## src/hdl/dbg_defines.vh

```
// Register offsets, field positions, reset values and timing counts
`ifndef DBG_DEFINES_VH
`define DBG_DEFINES_VH

// Register byte offsets (word aligned)
`define DBG_CTRL 6'h00
`define DBG_STATUS 6'h04
`define DBG_IRQ_MASK 6'h08
`define DBG_BUS_MIN 6'h0c
`define DBG_BUS_MAX 6'h10
`define DBG_DECEL_V 6'h14
`define DBG_BRK_ON_V 6'h18
`define DBG_BRK_OFF_V 6'h1c
`define DBG_BRK_MAX_MS 6'h20
`define DBG_BRK_COOL_MS 6'h24
`define DBG_DEAD_TIME 6'h28
`define DBG_OC_REF 6'h2c
`define DBG_CUR_LIMITS 6'h30
`define DBG_SAMPLES 6'h34
`define DBG_DUTY 6'h38
`define DBG_STATE 6'h3c

// Control bit positions
`define DBG_CTRL_BRK_EN 0
`define DBG_CTRL_RUN 1
`define DBG_CTRL_CLR 2

// Fault / event bit positions in status and mask
`define DBG_EV_UV 0
`define DBG_EV_OV 1
`define DBG_EV_OC 2
`define DBG_EV_ILO 3
`define DBG_EV_IHI 4
`define DBG_EV_PSM 5
`define DBG_EV_TEMP 6
`define DBG_EV_BRKTO 7
`define DBG_NEV 8

// Reset values of settings (volts, milliseconds; dead time in clock cycles)
`define DBG_BUS_MIN_RST 16'h00fa
`define DBG_BUS_MAX_RST 16'h0186
`define DBG_DECEL_V_RST 16'h015e
`define DBG_BRK_ON_RST 16'h0168
`define DBG_BRK_OFF_RST 16'h015e
`define DBG_BRK_MAX_RST 16'hea60
`define DBG_BRK_COOL_RST 16'hd6d8
`define DBG_DEAD_RST 8'h10

// Timing: 50 MHz clock, 1 ms tick, 10 us trip limit
`define DBG_CLK_HZ 50000000
`define DBG_MS_CYC (`DBG_CLK_HZ / 1000)
`define DBG_OC_US 10
`define DBG_OC_CYC (`DBG_OC_US * (`DBG_CLK_HZ / 1000000))
// Comparator reference step, microvolts per code (137.5 mV)
`define DBG_OC_STEP_UV 137500
// Current sample step, microamps per code (6.67 mA)
`define DBG_CUR_STEP_UA 6670
`define DBG_CUR_W 10

`endif

```

## src/hdl/dbg_tick.v

```verilog
// Millisecond tick divider producing a one-cycle enable
`timescale 1ns/10ps
`include "dbg_defines.vh"
module dbg_tick #(
  parameter MS_CYC = `DBG_MS_CYC
) (
  // Clock and reset
  input wire clk,
  input wire rst_b,
  // Tick out
  output reg tick
);
  reg [31:0] cnt;

  // Free running divider
  always @(posedge clk or negedge rst_b) begin
    if (!rst_b) begin
      cnt <= 32'h0;
      tick <= 1'b0;
    end else if (cnt == MS_CYC - 1) begin
      cnt <= 32'h0;
      tick <= 1'b1;
    end else begin
      cnt <= cnt + 32'h1;
      tick <= 1'b0;
    end
  end
endmodule

```

## src/hdl/dbg_pwm_pair.v

```verilog
// One complementary PWM pair with programmable dead time
`timescale 1ns/10ps
`include "dbg_defines.vh"
module dbg_pwm_pair (
  // Clock and reset
  input wire clk,
  input wire rst_b,
  // Control
  input wire enable,
  input wire [7:0] cnt,
  input wire [7:0] duty,
  input wire [7:0] dead,
  // Gate drive outputs
  output reg gate_hi,
  output reg gate_lo
);
  reg want_hi;
  reg [7:0] dt;

  // Dead band: both off until dt expires after a change of side
  always @(posedge clk or negedge rst_b) begin
    if (!rst_b) begin
      want_hi <= 1'b0;
      dt <= 8'h0;
      gate_hi <= 1'b0;
      gate_lo <= 1'b0;
    end else if (!enable) begin
      want_hi <= 1'b0;
      dt <= dead;
      gate_hi <= 1'b0;
      gate_lo <= 1'b0;
    end else if ((cnt < duty) != want_hi) begin
      want_hi <= (cnt < duty);
      dt <= dead;
      gate_hi <= 1'b0;
      gate_lo <= 1'b0;
    end else if (dt != 8'h0) begin
      dt <= dt - 8'h1;
    end else begin
      gate_hi <= want_hi;
      gate_lo <= !want_hi;
    end
  end
endmodule

```

## src/hdl/dbg_guard.v

```verilog
// DC bus guard, dynamic brake, fault latch and three-phase PWM top
// Notes on behaviour
// - Bus below minimum setting raises under-voltage fault.
// - Bus above maximum setting raises over-voltage fault.
// - Bus at deceleration-limit voltage flags reduced deceleration.
// - Brake output only asserted while brake enable bit set.
// - Brake forced off after continuous max on-time in milliseconds.
// - After forced off, brake inhibited for max minus cool time.
// - Enabled, not inhibited brake turns on above on-voltage.
// - Brake stays on until bus drops below off-voltage.
// - Three complementary PWM pairs, one per phase, to power stage.
// - Programmable dead time between one pair output off and other on.
// - Overcurrent comparator trip, programmable reference, acts within 10 us.
// - Phase current sampled as 10-bit codes for limit checks.
// - Any bus, current, module or temperature fault stops drive.
// - Faults stay latched until software issues an explicit clear.
`timescale 1ns/10ps
`include "dbg_defines.vh"
module dbg_guard #(
  parameter MS_CYC = `DBG_MS_CYC
) (
  // Clock and reset
  input wire clk,
  input wire rst_b,
  // Avalon-MM slave
  input wire [5:0] avs_address,
  input wire avs_read,
  input wire avs_write,
  input wire [31:0] avs_writedata,
  output reg [31:0] avs_readdata,
  output reg avs_waitrequest,
  // Sampled measurements
  input wire [15:0] bus_volts,
  input wire [9:0] phase_current,
  input wire oc_comp_trip,
  input wire power_stage_module_fault,
  input wire over_temp,
  // Drive outputs
  output reg [2:0] pwm_hi,
  output reg [2:0] pwm_lo,
  output reg [4:0] oc_ref,
  output reg brake,
  output reg decel_limit,
  output reg drive_on,
  output reg irq
);
  ////////////////////////////////////////////////////////////////////////
  // Register storage
  reg [2:0] ctrl;
  reg [`DBG_NEV-1:0] status;
  reg [`DBG_NEV-1:0] mask;
  reg [15:0] bus_min;
  reg [15:0] bus_max;
  reg [15:0] decel_v;
  reg [15:0] brk_on_v;
  reg [15:0] brk_off_v;
  reg [15:0] brk_max_ms;
  reg [15:0] brk_cool_ms;
  reg [7:0] dead;
  reg [9:0] cur_lo;
  reg [9:0] cur_hi;
  reg [7:0] duty [0:2];
  reg [15:0] bus_s;
  reg [9:0] cur_s;
  reg [15:0] on_ms;
  reg [15:0] cool_ms;
  reg inhibit;
  reg [7:0] pwm_cnt;
  reg [`DBG_NEV-1:0] ev;
  wire tick;
  wire [2:0] gh;
  wire [2:0] gl;
  wire access;
  wire [15:0] cool_span;

  // Single-cycle wait: first cycle waits, second cycle completes
  assign access = (avs_read || avs_write) && avs_waitrequest == 1'b0;
  assign cool_span = (brk_max_ms > brk_cool_ms) ?
                     (brk_max_ms - brk_cool_ms) : 16'h0;

  // Byte offset to word readback
  function [31:0] rd_mux;
    input [5:0] a;
    begin
      case (a)
        `DBG_CTRL: rd_mux = {29'h0, ctrl};
        `DBG_STATUS: rd_mux = {24'h0, status};
        `DBG_IRQ_MASK: rd_mux = {24'h0, mask};
        `DBG_BUS_MIN: rd_mux = {16'h0, bus_min};
        `DBG_BUS_MAX: rd_mux = {16'h0, bus_max};
        `DBG_DECEL_V: rd_mux = {16'h0, decel_v};
        `DBG_BRK_ON_V: rd_mux = {16'h0, brk_on_v};
        `DBG_BRK_OFF_V: rd_mux = {16'h0, brk_off_v};
        `DBG_BRK_MAX_MS: rd_mux = {16'h0, brk_max_ms};
        `DBG_BRK_COOL_MS: rd_mux = {16'h0, brk_cool_ms};
        `DBG_DEAD_TIME: rd_mux = {24'h0, dead};
        `DBG_OC_REF: rd_mux = {27'h0, oc_ref};
        `DBG_CUR_LIMITS: rd_mux = {6'h0, cur_hi, 6'h0, cur_lo};
        `DBG_SAMPLES: rd_mux = {6'h0, cur_s, bus_s};
        `DBG_DUTY: rd_mux = {8'h0, duty[2], duty[1], duty[0]};
        `DBG_STATE: rd_mux = {on_ms[15:0], 11'h0, inhibit, drive_on,
                              decel_limit, brake, irq};
        default: rd_mux = 32'h0;
      endcase
    end
  endfunction

  ////////////////////////////////////////////////////////////////////////
  // Tick divider
  dbg_tick #(
    .MS_CYC(MS_CYC)
  ) u_tick (
    .clk(clk),
    .rst_b(rst_b),
    .tick(tick)
  );

  ////////////////////////////////////////////////////////////////////////
  // Avalon slave: waitrequest high by default, drops for one cycle
  always @(posedge clk or negedge rst_b) begin
    if (!rst_b) begin
      avs_waitrequest <= 1'b1;
      avs_readdata <= 32'h0;
    end else begin
      avs_waitrequest <= !((avs_read || avs_write) && avs_waitrequest);
      if (avs_read && avs_waitrequest) begin
        avs_readdata <= rd_mux(avs_address);
      end
    end
  end

  // Settings registers
  always @(posedge clk or negedge rst_b) begin
    if (!rst_b) begin
      ctrl <= 3'h0;
      mask <= {`DBG_NEV{1'b0}};
      bus_min <= `DBG_BUS_MIN_RST;
      bus_max <= `DBG_BUS_MAX_RST;
      decel_v <= `DBG_DECEL_V_RST;
      brk_on_v <= `DBG_BRK_ON_RST;
      brk_off_v <= `DBG_BRK_OFF_RST;
      brk_max_ms <= `DBG_BRK_MAX_RST;
      brk_cool_ms <= `DBG_BRK_COOL_RST;
      dead <= `DBG_DEAD_RST;
      oc_ref <= 5'h1f;
      cur_lo <= 10'h0;
      cur_hi <= 10'h3ff;
      duty[0] <= 8'h0;
      duty[1] <= 8'h0;
      duty[2] <= 8'h0;
    end else begin
      ctrl[`DBG_CTRL_CLR] <= 1'b0; // clear is a self-clearing strobe
      if (access && avs_write) begin
        case (avs_address)
          `DBG_CTRL: ctrl <= avs_writedata[2:0];
          `DBG_IRQ_MASK: mask <= avs_writedata[`DBG_NEV-1:0];
          `DBG_BUS_MIN: bus_min <= avs_writedata[15:0];
          `DBG_BUS_MAX: bus_max <= avs_writedata[15:0];
          `DBG_DECEL_V: decel_v <= avs_writedata[15:0];
          `DBG_BRK_ON_V: brk_on_v <= avs_writedata[15:0];
          `DBG_BRK_OFF_V: brk_off_v <= avs_writedata[15:0];
          `DBG_BRK_MAX_MS: brk_max_ms <= avs_writedata[15:0];
          `DBG_BRK_COOL_MS: brk_cool_ms <= avs_writedata[15:0];
          `DBG_DEAD_TIME: dead <= avs_writedata[7:0];
          `DBG_OC_REF: oc_ref <= avs_writedata[4:0];
          `DBG_CUR_LIMITS: begin
            cur_lo <= avs_writedata[9:0];
            cur_hi <= avs_writedata[25:16];
          end
          `DBG_DUTY: begin
            duty[0] <= avs_writedata[7:0];
            duty[1] <= avs_writedata[15:8];
            duty[2] <= avs_writedata[23:16];
          end
          default: ;
        endcase
      end
    end
  end

  ////////////////////////////////////////////////////////////////////////
  // Event detection: bus, current and brake checks per tick, OC, module and temperature direct
  always @* begin
    ev = {`DBG_NEV{1'b0}};
    ev[`DBG_EV_UV] = tick && (bus_s < bus_min);
    ev[`DBG_EV_OV] = tick && (bus_s > bus_max);
    // Comparator is combinational path to the latch: one cycle, well < 10 us
    ev[`DBG_EV_OC] = oc_comp_trip;
    ev[`DBG_EV_ILO] = tick && drive_on && (cur_s < cur_lo);
    ev[`DBG_EV_IHI] = tick && (cur_s > cur_hi);
    ev[`DBG_EV_PSM] = power_stage_module_fault;
    ev[`DBG_EV_TEMP] = over_temp;
    ev[`DBG_EV_BRKTO] = tick && brake && (on_ms + 16'h1 >= brk_max_ms);
  end

  // Sticky status, write one to clear; a new event wins over the clear
  always @(posedge clk or negedge rst_b) begin
    if (!rst_b) begin
      status <= {`DBG_NEV{1'b0}};
    end else if (access && avs_write && avs_address == `DBG_STATUS) begin
      status <= (status & ~avs_writedata[`DBG_NEV-1:0]) | ev;
    end else begin
      status <= status | ev;
    end
  end

  // Samples latched once per tick, faults latched until manual clear
  always @(posedge clk or negedge rst_b) begin
    if (!rst_b) begin
      bus_s <= 16'h0;
      cur_s <= 10'h0;
      decel_limit <= 1'b0;
      drive_on <= 1'b0;
      irq <= 1'b0;
    end else begin
      if (tick) begin
        bus_s <= bus_volts;
        cur_s <= phase_current;
        decel_limit <= (bus_s >= decel_v);
      end
      irq <= |(status & mask);
      // Any fault except brake timeout drops the drive; only the clear strobe rearms it
      if (|(ev[`DBG_EV_TEMP:0]) || |(status[`DBG_EV_TEMP:0])) begin
        drive_on <= 1'b0;
      end else if (ctrl[`DBG_CTRL_CLR] || !ctrl[`DBG_CTRL_RUN]) begin
        drive_on <= ctrl[`DBG_CTRL_RUN] && ctrl[`DBG_CTRL_CLR];
      end
    end
  end

  ////////////////////////////////////////////////////////////////////////
  // Dynamic brake: hysteresis, max on-time, cooling lockout
  always @(posedge clk or negedge rst_b) begin
    if (!rst_b) begin
      brake <= 1'b0;
      on_ms <= 16'h0;
      cool_ms <= 16'h0;
      inhibit <= 1'b0;
    end else if (!ctrl[`DBG_CTRL_BRK_EN]) begin
      brake <= 1'b0;
      on_ms <= 16'h0;
      cool_ms <= 16'h0;
      inhibit <= 1'b0;
    end else if (tick) begin
      if (brake) begin
        if (on_ms + 16'h1 >= brk_max_ms) begin
          brake <= 1'b0;
          on_ms <= 16'h0;
          inhibit <= (cool_span != 16'h0);
          cool_ms <= 16'h0;
        end else if (bus_s < brk_off_v) begin
          brake <= 1'b0;
          on_ms <= 16'h0;
        end else begin
          on_ms <= on_ms + 16'h1;
        end
      end else if (inhibit) begin
        // Cooling keeps the resistor from cooking on repeated surges
        if (cool_ms + 16'h1 >= cool_span) begin
          inhibit <= 1'b0;
          cool_ms <= 16'h0;
        end else begin
          cool_ms <= cool_ms + 16'h1;
        end
      end else if (bus_s > brk_on_v) begin
        brake <= 1'b1;
      end
    end
  end

  ////////////////////////////////////////////////////////////////////////
  // PWM carrier and three phase pairs
  always @(posedge clk or negedge rst_b) begin
    if (!rst_b) begin
      pwm_cnt <= 8'h0;
      pwm_hi <= 3'h0;
      pwm_lo <= 3'h0;
    end else begin
      pwm_cnt <= pwm_cnt + 8'h1;
      pwm_hi <= gh & {3{drive_on}};
      pwm_lo <= gl & {3{drive_on}};
    end
  end

  genvar p;
  generate
    for (p = 0; p < 3; p = p + 1) begin : g_phase
      dbg_pwm_pair u_pair (
        .clk(clk),
        .rst_b(rst_b),
        .enable(drive_on),
        .cnt(pwm_cnt),
        .duty(duty[p]),
        .dead(dead),
        .gate_hi(gh[p]),
        .gate_lo(gl[p])
      );
    end
  endgenerate
endmodule

```

## config.mk

```make
export PLATFORM = sky130hd
export DESIGN_NAME = dbg_guard
export DESIGN_NICKNAME = d
export VERILOG_FILES = /design/src/hdl/dbg_tick.v /design/src/hdl/dbg_pwm_pair.v /design/src/hdl/dbg_guard.v
export VERILOG_INCLUDE_DIRS = /design/src /design/src/hdl
export SDC_FILE = /design/constraint.sdc
export NUM_CORES = 1
export LEC_CHECK = 0
export BUFFER_PORTS_ARGS = -buffer_cell sky130_fd_sc_hd__buf_2
export CAP_MARGIN = 20
export CORE_MARGIN = 3
export CORE_UTILIZATION = 60
export DETAILED_ROUTE_END_ITERATION = 10
export GPL_ROUTABILITY_DRIVEN = 1
export PLACE_DENSITY = 0.87
export SYNTH_ARGS = -nofsm -noshare
export SYNTH_HDL_FRONTEND = slang
export SYNTH_SLANG_ARGS = --single-unit
export TNS_END_PERCENT = 1
```

## constraint.sdc

```tcl
create_clock -name clk -period 5.3 [get_ports clk]
set_clock_uncertainty 0.2 [all_clocks]
set_input_delay 1.59 -clock clk [delete_from_list [all_inputs] [get_ports clk]]
set_output_delay 1.59 -clock clk [all_outputs]
set_load 0.01 [all_outputs]
```

==> results of run 1 <==
-- layout make-up --
type / instances / share of cell area (%)
antenna: 2 / 0.02147
clock buffer: 59 / 4.943
clock inverter: 12 / 0.6601
inverter: 176 / 2.834
multi-input combinational: 1434 / 46.08
sequential: 364 / 39.38
tap: 448 / 2.404
timing repair buffer: 145 / 3.671
-- worst max-delay path, cell delays in order (launching register included) --
cell and delay, ns:
dfrtp_1 0.42, inv_1 0.07, ha_1 0.24, inv_1 0.09
fa_1 0.23, a211oi_1 0.11, o211ai_1 0.35, nand2_1 0.17
o31a_1 0.36, nor2_4 0.31, or3b_1 0.39, ha_1 0.30
a21o_1 0.16, a21o_1 0.17, a21oi_1 0.14, nor2_1 0.08
nor3_1 0.50, buf_4 0.32, nand3_1 0.09, o21ai_0 0.17
-- layout by cell type (no fill, tap or decap), drive strengths merged, types with 11 or more instances in the layout --
| cell type | count |
|---|---|
| dfrtp | 305 |
| nand2 | 209 |
| ha | 182 |
| inv | 177 |
| mux2 | 167 |
| buf | 145 |
| o21ai | 128 |
| nor2 | 78 |
| nand3 | 75 |
| dfstp | 59 |
| clkbuf | 59 |
| a22o | 56 |
| xnor2 | 54 |
| a21oi | 50 |
| a21o | 48 |
| a221oi | 39 |
| nand4 | 38 |
| a22oi | 38 |
| xor2 | 31 |
| nor3 | 28 |
| nand2b | 23 |
| and3 | 18 |
| nor4 | 15 |
| o21a | 14 |
| nor2b | 12 |
| and2 | 11 |
-- cell families after synthesis --
kind of cell,Yosys count,share of synthesized area (%)
buf+inv,254,4.654
simple gates,543,12.55
xor+xnor,85,3.564
mux,169,9.099
flops,364,43.96
fa+ha+maj,183,11.00
compound gates,454,15.17
-- path summary, 6_finish.rpt --
path,from,endpoint,slack (ns)
setup reg to reg,brk_max_ms[0],cool_ms[8],0.35
max in group asynchronous,rst_b,brk_max_ms[14],2.93
hold / removal,u_tick.cnt[0],u_tick.cnt[0],0.27
min in group asynchronous,rst_b,cool_ms[8],0.94
setup / recovery,brk_max_ms[0],cool_ms[8],0.35
hold reg to reg,u_tick.cnt[0],u_tick.cnt[0],0.27
-- sequential cells by signal, summed over array words and instances, names as in the netlist, 10 cells and up --
| register | count |
|---|---|
| avs_readdata | 32 |
| brk_max_ms | 16 |
| brk_on_v | 16 |
| cur_lo | 10 |
| bus_min | 16 |
| decel_v | 16 |
| cur_s | 10 |
| g_phase.u_pair.dt | 24 |
| on_ms | 16 |
| brk_off_v | 16 |
| cur_hi | 10 |
| duty | 24 |
| brk_cool_ms | 16 |
| bus_max | 16 |
| bus_s | 16 |
| cool_ms | 16 |
| u_tick.cnt | 32 |
-- power by group --
group | total, W | switching, W | internal [W]
sequential | 0.00314 | 0.000175 | 0.00297
combinational | 0.00133 | 0.000794 | 0.000533
clock | 0.00276 | 0.00115 | 0.00162
total | 0.00723 | 0.00212 | 0.00512
-- stage by stage --
| stage | utilization (%) | hold WS, ns | std cells | instance area (um^2) | worst slack, ns |
|---|---|---|---|---|---|
| after detailed placement | 64.81 | 0.2642 | 2567 | 22000 | 0.5004 |
| after global placement | 64.81 | 0.2374 | 2567 | 22000 | 0.6154 |
| after CTS | 68.66 | 0.2721 | 2638 | 23310 | 0.4487 |
| final | 68.67 | 0.2686 | 2640 | 23310 | 0.3451 |
| after global routing | 68.66 | 0.3011 | 2639 | 23310 | 0.1023 |
| after floorplan | - | 0.2251 | 2052 | 20890 | 0.7892 |
-- metal layers --
metal  vias to the layer above  global-route usage, %
li1                       7619                      -
met1                      8410                  43.74
met2                       967                  50.76
met3                       213                  6.594
met4                         2                  15.66
met5                         -                      0
==> metrics.csv, run 1 <==
stage,metric,value,unit
timing,max frequency,0.2018,GHz
timing,"Hold Vio Cnt, Final",0,
power,Design Power,0.007234,W
final_layout,Reg area,0.009183,mm^2
timing,Slew @ Worst Pin,1.102,ns
cts,CTS Buf Count,39,
logic_synthesis,asr flop ratio synth,100.0,%
global_routing,largest net degree at the start of global routing,111,
global_routing,Total GRT Usage,32.56,%
global_routing,antenna violations before repair,2,
run,max_cap viols,0,
setup_path,WP data arrival,5.20,ns
timing,Final Setup Violations,0,
route,Initial DRC Count,2016,
power,Pwr Density,310.3,mW/mm^2
setup_path,worst-case reg-to-reg path depth,19,
final_layout,Multi-input gate area,0.01074,mm^2
power,VDD IR max,0.0002314,V
logic_synthesis,post-synth top area cell,dfrtp_1,
logic_synthesis,register area share after synthesis,43.96,%
cts,Sink Count,364,
global_routing,total grt overflow,0,
cts,post_cts resized,0,
route,met2 wire len,27400,um
logic_synthesis,ys flop type,dfrtp_1,
logic_synthesis,most common cell in the netlist,dfrtp_1,
timing,Tcrit/Tclk final,93.49,%
place,GP Congestion,1.011,
worst_hold_path,WHS Path Cells,1,
cts,Clock Tree Buf Depth,3,
logic_synthesis,syn nets,2306,
route,Post-DRT Antenna Nets,0,
logic_synthesis,Yosys top cell area share,36.54,%
floorplanning,die width,192.6,um
timing,Worst slew margin,26.47,%
cts,CTS tree,built,
logic_synthesis,cells after synthesis,2052,
floorplanning,Core Rows,67,
cts,root buffer cell,clkbuf_16,
setup_path,Critical Path Sink Type,register,
place,Port-buffer cells,112,
final_layout,fill count,2413,
cts,H-tree levels,2,
route,Vias,17211,
floorplanning,io pins,119,
place,post-DP HPWL,44020,um
timing,RSZ-0062 raised after global routing,false,
setup_path,"Max FO, Critical Path",16,
floorplanning,DIE HEIGHT,192.6,um
route,DR WL/cell,22.87,um
timing,setup TNS,0,ns
final_layout,final net count,2414,
route,Highest Signal Layer,met5,
logic_synthesis,Area contributors post-synth,"dfrtp_1, ha_1, mux2_2",
cts,Worst-path clk slew,0.06,ns
logic_synthesis,Synth Area per Inst,10.18,um^2
power,Leak,11.38,nW
floorplanning,Die ar.,0.03709,mm^2
logic_synthesis,synth cell count leaders,"dfrtp_1, nand2_1, ha_1",
logic_synthesis,"EDFF count, synth",0,
cts,Post-CTS Setup Bufs,0,
worst_hold_path,Hold Path Class,reg -> reg,
floorplanning,initial core utilization,61.53,%
route,# DRC,0,
final_layout,layout cells sized above 1,20.41,%
global_routing,vias in the first global route,17137,
setup_path,critical path type,reg -> reg,
route,met3 wire len,5911,um
setup_path,Critical Path Start Type,register,
route,wl on met1,23680,um
route,DRT Pass-1 Iters,7,
global_routing,first-pass GRT wire length,94360,um
cts,# hold bufs at CTS,0,
cts,"Clk Latency, worst-skew pair",0.55,ns
floorplanning,Core Footprint,0.03395,mm^2
final_layout,Area Overhead vs Synth,11.61,%
timing,Slew Limit Fails,0,
route,Vias/cell,6.519,
route,total wire length,60370,um
logic_synthesis,Netlist cell types,74,
logic_synthesis,Yosys warning count,0,
setup_path,Critical Path RT,5.55,ns
logic_synthesis,"FF+latch count, synth",364,
run_status,status,"finished, final reports clean",
timing,Tmin final,4.955,ns
logic_synthesis,synthesized cell area,0.02089,mm^2
No activity file was read; power rests on OpenSTA's default activity.
==> run 2: changes to the inputs <==
CTS_BUF_LIST = sky130_fd_sc_hd__clkbuf_2 sky130_fd_sc_hd__clkbuf_4 sky130_fd_sc_hd__clkbuf_8   (was not set)
==> run 2 against run 1 <==
Net effect:
- final cell count increased by 1.5%
- global-route usage increased by 0.22 points
- total power increased by 0.49%
- largest cell class unchanged
==> metrics.csv, run 2 (synthesis gave the netlist of run 1 again) <==
stage,metric,value,unit
run_status,status,"finished, final reports clean",
final_layout,fill count,2405,
place,Port-buffer cells,112,
final_layout,layout cells sized above 1,22.30,%
floorplanning,initial core utilization,61.53,%
floorplanning,Core Rows,67,
floorplanning,DIE HEIGHT,192.6,um
cts,Post-CTS Setup Bufs,0,
setup_path,Critical Path Start Type,register,
final_layout,Area Overhead vs Synth,11.94,%
timing,Slew Limit Fails,0,
global_routing,antenna violations before repair,2,
timing,RSZ-0062 raised after global routing,false,
cts,post_cts resized,0,
route,total wire length,60220,um
cts,H-tree levels,2,
run,max_cap viols,0,
global_routing,largest net degree at the start of global routing,111,
power,Pwr Density,310.9,mW/mm^2
cts,CTS tree,built,
setup_path,"Max FO, Critical Path",16,
global_routing,total grt overflow,0,
setup_path,CP max stage delay,0.55,ns
route,Post-DRT Antenna Nets,0,
final_layout,"commonest non-fill, non-tap cell in the layout",dfrtp_1,
final_layout,Regs by FF count,"avs_readdata: 32 flops, u_tick.cnt: 32 flops",
global_routing,first-pass GRT wire length,94340,um
floorplanning,Die ar.,0.03709,mm^2
worst_hold_path,Hold Path End,u_tick.cnt[0],
final_layout,Reg area,0.009183,mm^2
route,Initial DRC Count,1915,
place,area post-placement,0.02200,mm^2
route,Vias/cell,6.453,
worst_hold_path,WHS Path Cells,1,
power,combinational power share,18.2,%
worst_hold_path,hold wc startpoint,u_tick.cnt[0],
timing,Tcrit/Tclk final,93.10,%
final_layout,Multi-input gate area,0.01074,mm^2
power,Flop pwr share,43.2,%
setup_path,Reg2Reg Setup Slack,0.37,ns
route,Vias,17288,
cts,root buffer cell,clkbuf_8,
timing,setup TNS,0,ns
final_layout,"commonest cells after routing, fill and taps aside","dfrtp_1, nand2_1, ha_1, inv_1, mux2_2",
cts,Sink Count,364,
place,GP Congestion,1.011,
setup_path,Critical Path Sink Type,register,
route,DR WL/cell,22.48,um
worst_hold_path,Hold Path Class,reg -> reg,
final_layout,final net count,2434,
place,post-DP HPWL,44020,um
timing,Hold Slack,0.2655,ns
power,Switching Fraction,29.20,%
setup_path,CP Launch Point,brk_cool_ms[7],
setup_path,crit-path cells,"inv_1, ha_1, nand2_1, o21ai_0, nand2_1, o31a_1, nor2_4, or3b_1, ha_1, a21o_1, a21o_1, a21oi_1, nor2_1, nor3_1, buf_4, nand3_1, o21ai_0",
cts,# hold bufs at CTS,0,
global_routing,vias in the first global route,17276,
setup_path,R2R Path Start,brk_cool_ms[7],
final_layout,final cell count without fillers,2679,
floorplanning,die width,192.6,um
cts,CTS Buf Count,59,
cts,Clock Tree Buf Depth,3,
cts,Worst-path clk slew,0.06,ns
power,Leak,11.46,nW
route,# DRC,0,
power,VDD IR max,0.0002211,V
timing,Tmin final,4.934,ns
cts,"Clk Latency, worst-skew pair",0.66,ns
floorplanning,Core Footprint,0.03395,mm^2
timing,max frequency,0.2027,GHz
place,placed cell count,2567,
route,DRT Pass-1 Iters,7,
setup_path,worst reg2reg path endpoint,cool_ms[8],
power,Int Pwr,0.005147,W
setup_path,"Slowest-stage cell, CP",dfstp_2,
power,Design Power,0.007269,W
timing,"Hold Vio Cnt, Final",0,
timing,Worst slew margin,30.70,%
global_routing,Total GRT Usage,32.78,%
final_layout,design area,0.02338,mm^2
setup_path,critical path type,reg -> reg,
floorplanning,io pins,119,
setup_path,WP data arrival,5.32,ns
power,Sw Pwr,0.002123,W
setup_path,worst-case reg-to-reg path depth,17,
timing,Final Setup Violations,0,
timing,Slew @ Worst Pin,1.038,ns
power,Clk pwr share,38.6,%
setup_path,Critical Path RT,5.68,ns
-- run 2: cell types whose count changed in the layout (fill, tap and decap cells not counted), moves of 3 or more --
cell       previous run  this run
clkbuf_8              8        73
clkbuf_1             11         0
clkbuf_4              0        23
bufinv_16             2         5
clkbuf_16            40         0
-- run 2: worst max-delay path, delay by kind of cell, from the launching register on --
family | cells | cell delay (ns)
adder cells (fa/ha/maj) | 2 | 0.71
AO/OA/AOI/OAI | 6 | 1.38
flip-flops | 1 | 0.55
buffers and inverters | 2 | 0.36
AND/OR/NAND/NOR | 7 | 1.64
-- run 2: area by class of cell --
class | count | share of cell area, %
Tap cell | 448 | 2.397
Antenna cell | 2 | 0.02140
Sequential cell | 364 | 39.27
Clock buffer | 96 | 5.035
Clock inverter | 14 | 0.8454
Multi-Input combinational cell | 1434 | 45.95
Timing Repair Buffer | 145 | 3.660
Inverter | 176 | 2.825
-- run 2: stage by stage --
stage | utilization [%] | setup WS, ns
after detailed placement | 64.81 | 0.5004
after floorplan | - | 0.7892
after global routing | 68.87 | 0.1372
final | 68.87 | 0.3656
after CTS | 68.86 | 0.4632
after global placement | 64.81 | 0.6154
-- run 2: per-layer routing --
layer	vias to the layer above	share of wire (%)	GRT usage, %
met5	-	0.022	0
met3	201	10	7.956
met1	8445	39	43.69
met2	941	45	50.94
met4	2	5.0	14.85
li1	7699	-	-
-- run 2: worst max-delay path by stage --
stage / to / cells past startpoint
finish: cool_ms[8] / 17
global route: cool_ms[8] / 17
CTS: cool_ms[8] / 19
detailed placement: cool_ms[8] / 19
global placement: cool_ms[8] / 17
floorplan: cool_ms[10] / 19
-- run 2: power by group through the flow --
stage	Combinational (W)	Sequential (W)	Clock, W
CTS	0.00131	0.00313	0.00283
global route	0.00147	0.00315	0.00296
finish	0.00132	0.00314	0.00280
detailed placement	0.00129	0.00318	0
global placement	0.00124	0.00317	0
floorplan	0.000916	0.00310	0
